$ cat config.mk
export PLATFORM = sky130hd
export DESIGN_NAME = ppfm_top
export DESIGN_NICKNAME = d
export VERILOG_FILES = /design/src/rtl/ppfm_sync.v /design/src/rtl/ppfm_pin.v /design/src/rtl/ppfm_top.v
export VERILOG_INCLUDE_DIRS = /design/src /design/src/rtl
export SDC_FILE = /design/constraint.sdc
export NUM_CORES = 1
export LEC_CHECK = 0
export ABC_AREA = 1
export BUFFER_PORTS_ARGS = -buffer_cell sky130_fd_sc_hd__buf_2
export CAP_MARGIN = 30
export CORE_MARGIN = 2
export CORE_UTILIZATION = 45
export DETAILED_ROUTE_END_ITERATION = 12
export PLACE_DENSITY_LB_ADDON = 0.08
export SYNTH_ARGS = -nofsm -noshare
export SYNTH_HDL_FRONTEND = slang
export SYNTH_HIERARCHICAL = 1
export SYNTH_SLANG_ARGS = --single-unit
export TNS_END_PERCENT = 30
$ cat constraint.sdc
create_clock -name clock -period 2.4 [get_ports clock]
set_input_delay 0.12 -clock clock [delete_from_list [all_inputs] [get_ports clock]]
set_output_delay 0.12 -clock clock [all_outputs]
set_load 0.005 [all_outputs]
$ cat src/rtl/ppfm_defs.vh
// Constants and register address list for the port pin function multiplexer
`ifndef PPFM_DEFS_VH
`define PPFM_DEFS_VH
`define PPFM_A_P0_LATCH 5'h00
`define PPFM_A_P0_DIR 5'h01
`define PPFM_A_P0_FSEL 5'h02
`define PPFM_A_P2_READ 5'h03
`define PPFM_A_P3_LATCH 5'h04
`define PPFM_A_P3_DIR 5'h05
`define PPFM_A_P3_FSEL 5'h06
`define PPFM_A_P4_LATCH 5'h07
`define PPFM_A_MEM_MODE 5'h08
`define PPFM_A_P5_LATCH 5'h09
`define PPFM_A_P5_DIR 5'h0a
`define PPFM_A_P7_READ 5'h0b
`define PPFM_A_P8_LATCH 5'h0c
`define PPFM_A_P8_DIR 5'h0d
`define PPFM_A_P8_FSEL 5'h0e
`define PPFM_A_P9_LATCH 5'h0f
`define PPFM_A_P9_DIR 5'h10
`define PPFM_A_CTRL 5'h11
`define PPFM_DIR_RST 8'hff
`define PPFM_FSEL_RST 8'h00
`define PPFM_MM_RST 8'h00
`define PPFM_MM_P4OUT_BIT 0
`define PPFM_CTRL_P05_PWM_BIT 0
`define PPFM_CTRL_P06_TMR_BIT 1
`define PPFM_CTRL_SBI_BIT 2
`define PPFM_CTRL_RST 8'h00
`endif

$ cat src/rtl/ppfm_sync.v
// Three-stage input synchroniser with agreement check and edge output
`timescale 1ns/10ps
`default_nettype none
module ppfm_sync (
  input wire clock,
  input wire rst,
  input wire din,
  output reg level,
  output reg rise,
  output reg fall
);
  reg s1_r;
  reg s2_r;
  reg s3_r;
  always @(posedge clock) begin
    if (rst) begin
      s1_r <= 1'b0;
      s2_r <= 1'b0;
      s3_r <= 1'b0;
      level <= 1'b0;
      rise <= 1'b0;
      fall <= 1'b0;
    end else begin
      s1_r <= din;
      s2_r <= s1_r;
      s3_r <= s2_r;
      rise <= 1'b0;
      fall <= 1'b0;
      if (s2_r == s3_r && s3_r != level) begin
        level <= s3_r;
        rise <= s3_r;
        fall <= ~s3_r;
      end
    end
  end
endmodule
`default_nettype wire

$ cat src/rtl/ppfm_pin.v
// One bidirectional pin: port or control mode output selection
`timescale 1ns/10ps
`default_nettype none
module ppfm_pin (
  input wire clock,
  input wire rst,
  input wire ctrl_mode,
  input wire port_dir_in,
  input wire port_latch,
  input wire ctrl_oe,
  input wire ctrl_val,
  output reg pin_o,
  output reg pin_oe
);
  always @(posedge clock) begin
    if (rst) begin
      pin_o <= 1'b0;
      pin_oe <= 1'b0;
    end else if (ctrl_mode) begin
      pin_o <= ctrl_val;
      pin_oe <= ctrl_oe;
    end else begin
      pin_o <= port_latch;
      pin_oe <= ~port_dir_in;
    end
  end
endmodule
`default_nettype wire

$ cat src/rtl/ppfm_top.v
// Port and pin function multiplexer top level
`timescale 1ns/10ps
`default_nettype none
`include "ppfm_defs.vh"
module ppfm_top (
  input wire clock,
  input wire rst,
  input wire reset_n_pin,
  input wire mode_pin,
  input wire [4:0] reg_addr,
  input wire [7:0] reg_wdata,
  input wire reg_wr,
  input wire reg_rd,
  output reg [7:0] reg_rdata,
  output reg sys_reset,
  input wire [7:0] port0_pins_i,
  output wire [7:0] port0_pins_o,
  output wire [7:0] port0_pins_oe,
  input wire [5:0] port2_pins,
  input wire [4:0] port3_pins_i,
  output wire [4:0] port3_pins_o,
  output wire [4:0] port3_pins_oe,
  input wire [7:0] port4_pins_i,
  output wire [7:0] port4_pins_o,
  output wire [7:0] port4_pins_oe,
  input wire [7:0] port5_pins_i,
  output wire [7:0] port5_pins_o,
  output wire [7:0] port5_pins_oe,
  input wire [7:0] port7_pins,
  input wire [5:0] port8_pins_i,
  output wire [5:0] port8_pins_o,
  output wire [5:0] port8_pins_oe,
  input wire [2:0] port9_pins_i,
  output wire [2:0] port9_pins_o,
  output wire [2:0] port9_pins_oe,
  input wire [3:0] realtime_out_data,
  input wire realtime_trigger,
  input wire pulse_width_out_a,
  input wire pulse_width_out_b,
  input wire timer4_out,
  input wire [5:0] timer0_outs,
  input wire uart_tx,
  input wire csi_out,
  input wire csi_out_oe,
  input wire csi_line_one_out,
  input wire csi_line_one_oe,
  input wire csi_clock_out,
  input wire csi_clock_oe,
  output reg [3:0] realtime_out_pins,
  output reg nmi_edge,
  output reg [4:0] ext_irq_rise,
  output reg [4:0] ext_irq_fall,
  output reg external_count_input_one,
  output reg updown_clock_in,
  output reg updown_dir_select,
  output reg updown_clear_in,
  output reg uart_rx,
  output reg csi_in,
  output reg csi_clock_in,
  output reg two_line_bus_mode,
  output reg [7:0] analog_inputs
);
  reg [7:0] p0_latch_r;
  reg [7:0] port0_direction_reg;
  reg [7:0] port0_function_select;
  reg [4:0] p3_latch_r;
  reg [4:0] port3_direction_reg;
  reg [4:0] port3_function_select;
  reg [7:0] p4_latch_r;
  reg [7:0] memory_expansion_mode_reg;
  reg [7:0] p5_latch_r;
  reg [7:0] port5_direction_reg;
  reg [5:0] p8_latch_r;
  reg [5:0] port8_direction_reg;
  reg [5:0] port8_function_select;
  reg [2:0] p9_latch_r;
  reg [2:0] port9_direction_reg;
  reg [7:0] ctrl_r;
  reg [3:0] rt_hold_r;
  reg [7:0] rdata_nxt;
  // Pin synchronisers
  wire [5:0] p2_lvl;
  wire [5:0] p2_rise;
  wire [5:0] p2_fall;
  wire [7:0] p0_lvl;
  wire [4:0] p3_lvl;
  wire [7:0] p4_lvl;
  wire [7:0] p5_lvl;
  wire [7:0] p7_lvl;
  wire [5:0] p8_lvl;
  wire [2:0] p9_lvl;
  wire rst_lvl;
  wire [52:0] all_pins;
  wire [52:0] all_lvl;
  wire [52:0] all_rise;
  wire [52:0] all_fall;
  // Synchroniser slot map
  assign all_pins[5:0] = port2_pins;
  assign all_pins[13:6] = port0_pins_i;
  assign all_pins[18:14] = port3_pins_i;
  assign all_pins[26:19] = port4_pins_i;
  assign all_pins[34:27] = port5_pins_i;
  assign all_pins[42:35] = port7_pins;
  assign all_pins[48:43] = port8_pins_i;
  assign all_pins[51:49] = port9_pins_i;
  assign all_pins[52] = reset_n_pin;
  assign p2_lvl = all_lvl[5:0];
  assign p0_lvl = all_lvl[13:6];
  assign p3_lvl = all_lvl[18:14];
  assign p4_lvl = all_lvl[26:19];
  assign p5_lvl = all_lvl[34:27];
  assign p7_lvl = all_lvl[42:35];
  assign p8_lvl = all_lvl[48:43];
  assign p9_lvl = all_lvl[51:49];
  assign rst_lvl = all_lvl[52];
  assign p2_rise = all_rise[5:0];
  assign p2_fall = all_fall[5:0];
  genvar gi;
  generate
    for (gi = 0; gi < 53; gi = gi + 1) begin : g_sync
      ppfm_sync u_sync (
        .clock(clock),
        .rst(rst),
        .din(all_pins[gi]),
        .level(all_lvl[gi]),
        .rise(all_rise[gi]),
        .fall(all_fall[gi])
      );
    end
  endgenerate
  // Register writes
  always @(posedge clock) begin
    if (rst || sys_reset) begin
      p0_latch_r <= 8'h00;
      port0_direction_reg <= `PPFM_DIR_RST;
      port0_function_select <= `PPFM_FSEL_RST;
      p3_latch_r <= 5'h00;
      port3_direction_reg <= 5'h1f;
      port3_function_select <= 5'h00;
      p4_latch_r <= 8'h00;
      memory_expansion_mode_reg <= `PPFM_MM_RST;
      p5_latch_r <= 8'h00;
      port5_direction_reg <= `PPFM_DIR_RST;
      p8_latch_r <= 6'h00;
      port8_direction_reg <= 6'h3f;
      port8_function_select <= 6'h00;
      p9_latch_r <= 3'h0;
      port9_direction_reg <= 3'h7;
      ctrl_r <= `PPFM_CTRL_RST;
    end else if (reg_wr) begin
      case (reg_addr)
        `PPFM_A_P0_LATCH: p0_latch_r <= reg_wdata;
        `PPFM_A_P0_DIR: port0_direction_reg <= reg_wdata;
        `PPFM_A_P0_FSEL: port0_function_select <= reg_wdata;
        `PPFM_A_P3_LATCH: p3_latch_r <= reg_wdata[4:0];
        `PPFM_A_P3_DIR: port3_direction_reg <= reg_wdata[4:0];
        `PPFM_A_P3_FSEL: port3_function_select <= reg_wdata[4:0];
        `PPFM_A_P4_LATCH: p4_latch_r <= reg_wdata;
        `PPFM_A_MEM_MODE: memory_expansion_mode_reg <= reg_wdata;
        `PPFM_A_P5_LATCH: p5_latch_r <= reg_wdata;
        `PPFM_A_P5_DIR: port5_direction_reg <= reg_wdata;
        `PPFM_A_P8_LATCH: p8_latch_r <= reg_wdata[5:0];
        `PPFM_A_P8_DIR: port8_direction_reg <= reg_wdata[5:0];
        `PPFM_A_P8_FSEL: port8_function_select <= reg_wdata[5:0];
        `PPFM_A_P9_LATCH: p9_latch_r <= reg_wdata[2:0];
        `PPFM_A_P9_DIR: port9_direction_reg <= reg_wdata[2:0];
        `PPFM_A_CTRL: ctrl_r <= reg_wdata;
        default: ;
      endcase
    end
  end
  // Register reads, data one cycle after strobe
  always @* begin
    case (reg_addr)
      `PPFM_A_P0_LATCH: rdata_nxt = p0_lvl;
      `PPFM_A_P0_DIR: rdata_nxt = port0_direction_reg;
      `PPFM_A_P0_FSEL: rdata_nxt = port0_function_select;
      `PPFM_A_P2_READ: rdata_nxt = {2'h0, p2_lvl};
      `PPFM_A_P3_LATCH: rdata_nxt = {3'h0, p3_lvl};
      `PPFM_A_P3_DIR: rdata_nxt = {3'h0, port3_direction_reg};
      `PPFM_A_P3_FSEL: rdata_nxt = {3'h0, port3_function_select};
      `PPFM_A_P4_LATCH: rdata_nxt = p4_lvl;
      `PPFM_A_MEM_MODE: rdata_nxt = memory_expansion_mode_reg;
      `PPFM_A_P5_LATCH: rdata_nxt = p5_lvl;
      `PPFM_A_P5_DIR: rdata_nxt = port5_direction_reg;
      `PPFM_A_P7_READ: rdata_nxt = p7_lvl;
      `PPFM_A_P8_LATCH: rdata_nxt = {2'h0, p8_lvl};
      `PPFM_A_P8_DIR: rdata_nxt = {2'h0, port8_direction_reg};
      `PPFM_A_P8_FSEL: rdata_nxt = {2'h0, port8_function_select};
      `PPFM_A_P9_LATCH: rdata_nxt = {5'h00, p9_lvl};
      `PPFM_A_P9_DIR: rdata_nxt = {5'h00, port9_direction_reg};
      `PPFM_A_CTRL: rdata_nxt = ctrl_r;
      default: rdata_nxt = 8'h00;
    endcase
  end
  always @(posedge clock) begin
    if (rst) begin
      reg_rdata <= 8'h00;
    end else if (reg_rd) begin
      reg_rdata <= rdata_nxt;
    end else begin
      reg_rdata <= 8'h00;
    end
  end
  // Reset pin, realtime outputs and routed control inputs
  always @(posedge clock) begin
    if (rst) begin
      sys_reset <= 1'b1;
      rt_hold_r <= 4'h0;
      realtime_out_pins <= 4'h0;
      nmi_edge <= 1'b0;
      ext_irq_rise <= 5'h00;
      ext_irq_fall <= 5'h00;
      external_count_input_one <= 1'b0;
      updown_clock_in <= 1'b0;
      updown_dir_select <= 1'b0;
      updown_clear_in <= 1'b0;
      uart_rx <= 1'b1;
      csi_in <= 1'b0;
      csi_clock_in <= 1'b0;
      two_line_bus_mode <= 1'b0;
      analog_inputs <= 8'h00;
    end else begin
      sys_reset <= ~rst_lvl;
      if (realtime_trigger) begin
        rt_hold_r <= realtime_out_data;
      end
      realtime_out_pins <= rt_hold_r;
      nmi_edge <= p2_rise[0];
      ext_irq_rise <= p2_rise[5:1];
      ext_irq_fall <= p2_fall[5:1];
      external_count_input_one <= p2_lvl[4];
      updown_dir_select <= port0_function_select[5] & p0_lvl[5];
      updown_clock_in <= port0_function_select[6] & p0_lvl[6];
      updown_clear_in <= port0_function_select[7] & p0_lvl[7];
      uart_rx <= port3_function_select[1] ? p3_lvl[1] : 1'b1;
      csi_in <= port3_function_select[3] & p3_lvl[3];
      csi_clock_in <= port3_function_select[4] & p3_lvl[4];
      two_line_bus_mode <= ctrl_r[`PPFM_CTRL_SBI_BIT];
      analog_inputs <= p7_lvl;
    end
  end
  // Control-mode drive per pin
  reg [7:0] p0_coe;
  reg [7:0] p0_cval;
  reg [4:0] p3_coe;
  reg [4:0] p3_cval;
  always @* begin
    p0_cval[0] = rt_hold_r[0];
    p0_cval[1] = rt_hold_r[1];
    p0_cval[2] = rt_hold_r[2];
    p0_cval[3] = rt_hold_r[3];
    p0_cval[4] = pulse_width_out_a;
    p0_cval[5] = pulse_width_out_b;
    p0_cval[6] = timer4_out;
    p0_cval[7] = 1'b0;
    p0_coe = 8'h1f;
    p0_coe[5] = ctrl_r[`PPFM_CTRL_P05_PWM_BIT];
    p0_coe[6] = ctrl_r[`PPFM_CTRL_P06_TMR_BIT];
    p3_cval[0] = uart_tx;
    p3_cval[1] = 1'b0;
    p3_cval[2] = csi_out;
    p3_cval[3] = csi_line_one_out;
    p3_cval[4] = csi_clock_out;
    p3_coe[0] = 1'b1;
    p3_coe[1] = 1'b0;
    p3_coe[2] = 1'b1;
    p3_coe[3] = 1'b0;
    p3_coe[4] = csi_clock_oe;
    if (ctrl_r[`PPFM_CTRL_SBI_BIT]) begin
      p3_coe[2] = csi_out_oe;
      p3_coe[3] = csi_line_one_oe;
    end
  end
  wire [7:0] p4_dir_in;
  assign p4_dir_in = {8{~memory_expansion_mode_reg[`PPFM_MM_P4OUT_BIT]}};
  wire [37:0] m_ctrl;
  wire [37:0] m_dir;
  wire [37:0] m_lat;
  wire [37:0] m_coe;
  wire [37:0] m_cval;
  wire [37:0] m_o;
  wire [37:0] m_oe;
  // Pin slot map: p0 7:0, p3 12:8, p4 20:13, p5 28:21, p8 34:29, p9 37:35
  assign m_ctrl[7:0] = port0_function_select;
  assign m_ctrl[12:8] = port3_function_select;
  assign m_ctrl[20:13] = 8'h00;
  assign m_ctrl[28:21] = 8'h00;
  assign m_ctrl[34:29] = port8_function_select;
  assign m_ctrl[37:35] = 3'h0;
  assign m_dir[7:0] = port0_direction_reg;
  assign m_dir[12:8] = port3_direction_reg;
  assign m_dir[20:13] = p4_dir_in;
  assign m_dir[28:21] = port5_direction_reg;
  assign m_dir[34:29] = port8_direction_reg;
  assign m_dir[37:35] = port9_direction_reg;
  assign m_lat[7:0] = p0_latch_r;
  assign m_lat[12:8] = p3_latch_r;
  assign m_lat[20:13] = p4_latch_r;
  assign m_lat[28:21] = p5_latch_r;
  assign m_lat[34:29] = p8_latch_r;
  assign m_lat[37:35] = p9_latch_r;
  assign m_coe[7:0] = p0_coe;
  assign m_coe[12:8] = p3_coe;
  assign m_coe[20:13] = 8'h00;
  assign m_coe[28:21] = 8'h00;
  assign m_coe[34:29] = 6'h3f;
  assign m_coe[37:35] = 3'h0;
  assign m_cval[7:0] = p0_cval;
  assign m_cval[12:8] = p3_cval;
  assign m_cval[20:13] = 8'h00;
  assign m_cval[28:21] = 8'h00;
  assign m_cval[34:29] = timer0_outs;
  assign m_cval[37:35] = 3'h0;
  generate
    for (gi = 0; gi < 38; gi = gi + 1) begin : g_pin
      ppfm_pin u_pin (
        .clock(clock),
        .rst(rst | sys_reset),
        .ctrl_mode(m_ctrl[gi]),
        .port_dir_in(m_dir[gi]),
        .port_latch(m_lat[gi]),
        .ctrl_oe(m_coe[gi]),
        .ctrl_val(m_cval[gi]),
        .pin_o(m_o[gi]),
        .pin_oe(m_oe[gi])
      );
    end
  endgenerate
  assign port0_pins_o = m_o[7:0];
  assign port3_pins_o = m_o[12:8];
  assign port4_pins_o = m_o[20:13];
  assign port5_pins_o = m_o[28:21];
  assign port8_pins_o = m_o[34:29];
  assign port9_pins_o = m_o[37:35];
  assign port0_pins_oe = m_oe[7:0];
  assign port3_pins_oe = m_oe[12:8];
  assign port4_pins_oe = m_oe[20:13];
  assign port5_pins_oe = m_oe[28:21];
  assign port8_pins_oe = m_oe[34:29];
  assign port9_pins_oe = m_oe[37:35];
  wire mode_unused;
  assign mode_unused = mode_pin;
endmodule
`default_nettype wire

# After elaboration in Yosys (flattened, before gate mapping)
# Cells that the tools add are included.
# W data, S select, Z words.
# word_totals
reg_bits,439
wordCells,614
in_bits,92
# classes
eq_ne,123
n_reduce_logical,81
muxes,36
n_bitwise,50
# ops
op,count
$pmux W8 S18,1
$eq A1 B1 Y1,53
$logic_and A1 B1 Y1,53
$ne A1 B1 Y1,53
$not A1 Y1,44
$eq A5 B4 Y1 const B,8
$mux W1,34
$reduce_and A2 Y1,16
$eq A5 B3 Y1 const B,4
$reduce_or A2 Y1,10
$eq A5 B2 Y1 const B,2
$eq A5 B5 Y1 const B,2
$and A1 B1 Y1,5
$eq A5 B1 Y1 const B,1
$logic_not A5 Y1,1
$mux W2,1
$logic_or A1 B1 Y1,1
$or A1 B1 Y1,1

# Depth between registers and ports, before layout
# Gate-level depths: netlist of the first run.
# depth
depth_word,4
ltp_mapped,11

# Cells and area by module
# Netlist of the first run, hierarchy kept.
# by_module_without_submodules
mod,seq_area_each_um2,n_inst,cells_per_inst,area_each_um2
ppfm_sync,120.1,53,23,186.4
ppfm_top,2942.8,1,862,6027.0
ppfm_pin,40.0,38,13,81.3

# Worst setup path after synthesis of the first run
# No wires, ideal clock.
# synth_timing
kind,register -> register
start,reg sys_reset
end,reg g_pin[9].u_pin.pin_o
n_path_buf,1
setup_ps,113
stages_incl_launch_ff,7
slack_ps,518
required_time_ps,2287
arrival_time_ps,1769
path_cell_list,dfxtp_1 > nor2_1 > inv_2 > clkbuf_1 > inv_1 > nand2_1 > nor2_1
# synth_via
elab_chain_cells,2
# synth_rtl
item,line_no,source
"start, declared",ppfm_top.v:15,"output reg sys_reset,"
"start signal, assigned",ppfm_top.v:224,sys_reset <= ~rst_lvl;
$or A1 B1 Y1,ppfm_top.v:319,".rst(rst | sys_reset),"
$reduce_or A2 Y1 (no source line),--,
"end signal, assigned",ppfm_pin.v:20,pin_o <= ctrl_val;
"end signal, assigned",ppfm_pin.v:23,pin_o <= port_latch;
"end, declared",ppfm_pin.v:12,"output reg pin_o,"
# No other way between the ends.
# A chain may end at the register's enable or synchronous reset.

==> results.cfg, run 1 <==
[timing]
fin_skew_ns = 0.0213
slew_headroom_pct = 40.3
fin_crit_sh_pct = 90.8
hold_ws_ns = 0.0317
fin_crit_ns = 2.18
setup_viol = 0
finalMaxSlewViolations = 0
setup_ws_ns = 0.221
hold_violations = 0
grt_setup_unrepaired = false
fmax_mhz = 459
worst_slew_pin_slew_ns = 0.895
fin_setup_tns_ns = 0

[clock_tree]
cts_resized = 0
cts_buffers = 47
cts.clk_slew.worst_paths_ns = 0.06
cts_hold_buf = 92
cts_tree = done
post_cts_buffers = 0
clk_latency_ns = 0.58
cts_max_level = 2
root_buffer = clkbuf_16
cts.sinks = 446
clock_path_buffers = 3

[job]
max_cap_violations = 0

[pwr]
p_total_mw = 15.5
swShare_pct = 21.7
pwr-share-comb_pct = 4.7
p_leak_nw = 10.6
max-vdd-ir-drop_mv = 0.525
powerDensity_mw_per_mm2 = 734
pwr-share-clk_pct = 46.5
power_frac_seq_pct = 48.8
p_sw_mw = 3.36
internal-power_mw = 12.1

[critical_path]
worstSetupPathType = in2reg
reg2reg_to = g_pin[20].u_pin/pin_o$_SDFF_PP0_
required_ns = 2.92
cp-start-kind = input pin
rr_worst_depth = 6
cp_max_fo = 41
cp-end-kind = flop
setup.worst_path.end = rt_hold_r[0]$_SDFFE_PP0P_
r2r-start = sys_reset$_SDFF_PP1_
arrival_ns = 2.70
regToRegSetupSlack_ns = 0.84
cp-startpoint = rst

[floorplanning]
coreArea_mm2 = 0.0364
dieWidth_um = 196
initial_core_util_pct = 45.4
die_y_um = 196
num_rows = 70
die-area_mm2 = 0.0383
io_pins = 208

[drt]
drt-pass1-iter-count = 5
vias = 14200
wl_per_cell_um = 12.8
drt_iter0_drc = 726
ant_nets = 0
drc_errors = 0
wl_um = 41800
routed_via_density = 4.35

[cells_and_area]
final_common_cell = nand2_1
synthToLayoutAreaGrowth_pct = 27.3
drive_gt1_share_pct = 13.4
final_cell_area_mm2 = 0.0211
finalNetCount = 2864
layout_common_cells = nand2_1, nor2_1, inv_1

[place]
dpl_worst_slack_ns = 0.470
placed_area_mm2 = 0.0186
hpwl_um = 29500
place_congestion = 0.855
io_buffers = 206

[grt]
grt_overflow = 0
grt_pass1_vias = 13300
grt_max_degree = 159
antenna_found_initial = 5
grt_usage_pct = 22.1
grt_pass1_wl_um = 67000

[synth]
syn_inst = 2337
avgSynthCellArea_um2 = 7.09
synthesis.area_mm2 = 0.0166
yosysWarnings = 6

[min_path]
hold_path.class = in2reg

[run_status]
status = finished clean
==> worst max-delay path, stage by stage <==
cell           delay [ns]
dlygate4sd3_1        0.59
clkbuf_8             0.28
inv_1                0.31
o21ai_0              0.14
dlygate4sd3_1        0.59
a21oi_1              0.11
dlygate4sd3_1        0.55
==> metal layers <==
layer	vias up	wire length, um	track usage, %
met4	8	933	7.66
met2	299	19300	36.7
met3	60	2310	4.33
met1	6269	19300	28.8
li1	7606	-	-
met5	-	45	0
==> worst min-delay path by stage <==
stage | to | start | cells past startpoint
after detailed placement | g_sync[12].u_sync/s1_r$_SDFF_PP0_ | port0_pins_i[6] | 3
after CTS | port0_direction_reg[4]$_SDFFE_PP1P_ | reg_wdata[4] | 3
after global routing | port9_direction_reg[1]$_SDFFE_PP1P_ | reg_wdata[1] | 3
after global placement | g_sync[28].u_sync/s1_r$_SDFF_PP0_ | port5_pins_i[1] | 3
final | reg_rdata[7]$_SDFF_PP0_ | reg_rd | 3
after floorplan | g_sync[0].u_sync/s1_r$_SDFF_PP0_ | rst | 1
==> cell type report <==
cell class	instances	area [um^2]
flip-flops and latches	446	8930
multi-input cells	1498	6140
fillers	3423	15400
clock inverters	12	154
diodes	1	2.50
inverters	463	1740
repair buffers	316	2130
clock buffers	72	1390
well taps	468	586
==> power by group through the flow <==
stage	Sequential [mW]	Combinational (mW)	Clock (mW)
2_1_floorplan	7.71	0.342	0
3_3_place_gp	7.72	0.590	0
3_5_place_dp	7.72	0.598	0
4_1_cts	7.56	0.716	7.42
5_1_grt	7.57	0.822	7.69
6_report	7.56	0.720	7.20
==> through the flow <==
| step | util [%] | std cells |
|---|---|---|
| floorplan | - | 2446 |
| global placement | 51.1 | 3099 |
| detailed placement | 51.1 | 3099 |
| CTS | 57.8 | 3275 |
| global route | 57.8 | 3276 |
| finish | 57.8 | 3276 |
Power figures use the tool's default switching activity.
==> inputs of run 2 (changes only) <==
--- a/config.mk
+++ b/config.mk
@@ -7,10 +7,11 @@
 export NUM_CORES = 1
 export LEC_CHECK = 0
 export ABC_AREA = 1
-export BUFFER_PORTS_ARGS = -buffer_cell sky130_fd_sc_hd__buf_2
+export BUFFER_PORTS_ARGS = -buffer_cell sky130_fd_sc_hd__buf_4
 export CAP_MARGIN = 30
 export CORE_MARGIN = 2
 export CORE_UTILIZATION = 45
+export CTS_BUF_LIST = sky130_fd_sc_hd__clkbuf_8
 export DETAILED_ROUTE_END_ITERATION = 12
 export PLACE_DENSITY_LB_ADDON = 0.08
 export SYNTH_ARGS = -nofsm -noshare
==> run 2 against run 1 <==
Fmax is 4.5% higher. Total power is 0.76% lower. Final cell count is 1.5% higher. Final area is 2.9% higher. Clock-buffer cell count is 30 higher.
==> results.cfg, run 2 (synthesis results as in run 1) <==
[run_status]
status = finished clean

[place]
placed_cells = 3098
placed_area_mm2 = 0.0191
place_congestion = 0.871
io_buffers = 206
hpwl_um = 29200
dpl_worst_slack_ns = 0.578

[timing]
setup_viol = 0
setup_ws_ns = 0.315
finalMaxSlewViolations = 0
hold_violations = 0
hold_ws_ns = 0.0969
fin_crit_ns = 2.09
fin_setup_tns_ns = 0
fin_skew_ns = 0.0327
worst_slew_pin_slew_ns = 0.702
slew_headroom_pct = 53.2
fmax_mhz = 480
grt_setup_unrepaired = false
fin_crit_sh_pct = 86.9

[critical_path]
worstSetupPathType = in2reg
required_ns = 2.93
cp-end-kind = flop
cp_common_cell = dlygate4sd3_1
arrival_ns = 2.62
critPathMaxStageDelay_ns = 0.57
cp_slowest_cell = dlygate4sd3_1
cp_max_fo = 31
crit_chain = dlygate4sd3_1 > clkbuf_8 > inv_1 > o21ai_0 > dlygate4sd3_1 > a21oi_1 > dlygate4sd3_1
cp-start-kind = input pin

[clock_tree]
root_buffer = clkbuf_8
cts_buffers = 76
cts.sinks = 446
cts.clk_slew.worst_paths_ns = 0.06
clk_latency_ns = 0.61
cts_max_level = 3
clock_path_buffers = 3
cts_tree = done
post_cts_buffers = 0
cts_resized = 0

[floorplanning]
dieWidth_um = 196
die-area_mm2 = 0.0383
coreArea_mm2 = 0.0364
die_y_um = 196
initial_core_util_pct = 45.4
io_pins = 208
num_rows = 70

[pwr]
max-vdd-ir-drop_mv = 0.422
power_frac_seq_pct = 49.2
p_leak_nw = 10.8
pwr-share-clk_pct = 45.7
p_total_mw = 15.4
swShare_pct = 22.3
powerDensity_mw_per_mm2 = 708
p_sw_mw = 3.42
internal-power_mw = 11.9
pwr-share-comb_pct = 5.1

[cells_and_area]
final_common_cell = nand2_1
synthToLayoutAreaGrowth_pct = 31.0
seqCellArea_mm2 = 0.00893
drive_gt1_share_pct = 14.4
finalNetCount = 2898
layout_common_cells = nand2_1, nor2_1, inv_1
multi_input_area_mm2 = 0.00614
fillCellCount = 3494
n_antenna_cell = 0
final_cell_area_mm2 = 0.0217
postLayoutCoreUtil_pct = 59.5
finalNonFillerCells = 3326

[grt]
grt_overflow = 0
antenna_found_initial = 0
grt_pass1_vias = 13500
grt_usage_pct = 22.2
grt_pass1_wl_um = 67400
grt_max_degree = 147

[drt]
drt-pass1-iter-count = 5
vias = 14600
drt_iter0_drc = 787
ant_nets = 0
drc_errors = 0
routed_via_density = 4.37
wl_um = 42100
wl_per_cell_um = 12.7

[job]
max_cap_violations = 0

[min_path]
hold_path.class = in2reg
-- run 2: changes by cell type in the layout (fill, tap and decap cells not counted), sizes merged --
cell	delta
clkbuf	+30
inv	+22
clkinv	-7
dlygate4sd3	+6
buf	-1
clkinvlp	+1
diode	-1
-- run 2: path summary, 6_finish.rpt --
| check | start | end | slack (ns) | depth (start not counted) |
|---|---|---|---|---|
| max | rst | rt_hold_r[3]$_SDFFE_PP0P_ | 0.31 | 7 |
| min | reg_addr[2] | port3_function_select[1]$_SDFFE_PP0P_ | 0.1 | 5 |
| max reg2reg | sys_reset$_SDFF_PP1_ | port8_function_select[3]$_SDFFE_PP0P_ | 0.89 | 4 |
| min reg2reg | g_sync[48].u_sync/s1_r$_SDFF_PP0_ | g_sync[48].u_sync/s2_r$_SDFF_PP0_ | 0.40 | 2 |
-- run 2: power groups by stage --
stage / clock, mW / sequential (mW) / combinational (mW)
finish: 7.02 / 7.56 / 0.776
global route: 7.58 / 7.57 / 0.875
CTS: 7.23 / 7.56 / 0.770
detailed placement: 0 / 7.73 / 0.639
global placement: 0 / 7.72 / 0.630
floorplan: 0 / 7.71 / 0.342
-- run 2: layout make-up --
cell class	instances	share of cell area, %
timing repair buffer	321	12.4
tap	468	2.70
clock buffer	102	6.47
sequential	446	41.2
inverter	463	8.01
clock inverter	28	0.871
multi-input combinational	1498	28.3
-- run 2: critical path, delay by kind of cell --
| kind | cells | cell delay, ns |
|---|---|---|
| buffers and inverters | 5 | 2.22 |
| AOI/OAI and AO/OA | 2 | 0.26 |
-- run 2: metal layers --
metal | track usage [%] | share of wire (%) | vias to the layer above
li1 | - | - | 7683
met1 | 28.4 | 45 | 6448
met2 | 37.0 | 46 | 355
met3 | 5.16 | 6.5 | 65
met4 | 7.18 | 1.9 | 0
met5 | 0 | 0 | -
-- run 2: timing repair --
| item | 4_1_cts | 5_1_grt |
|---|---|---|
| hold buffers | 98 | 0 |
| setup endpoints to repair | 0 | 0 |
| endpoints found under the hold margin | 204 | 0 |
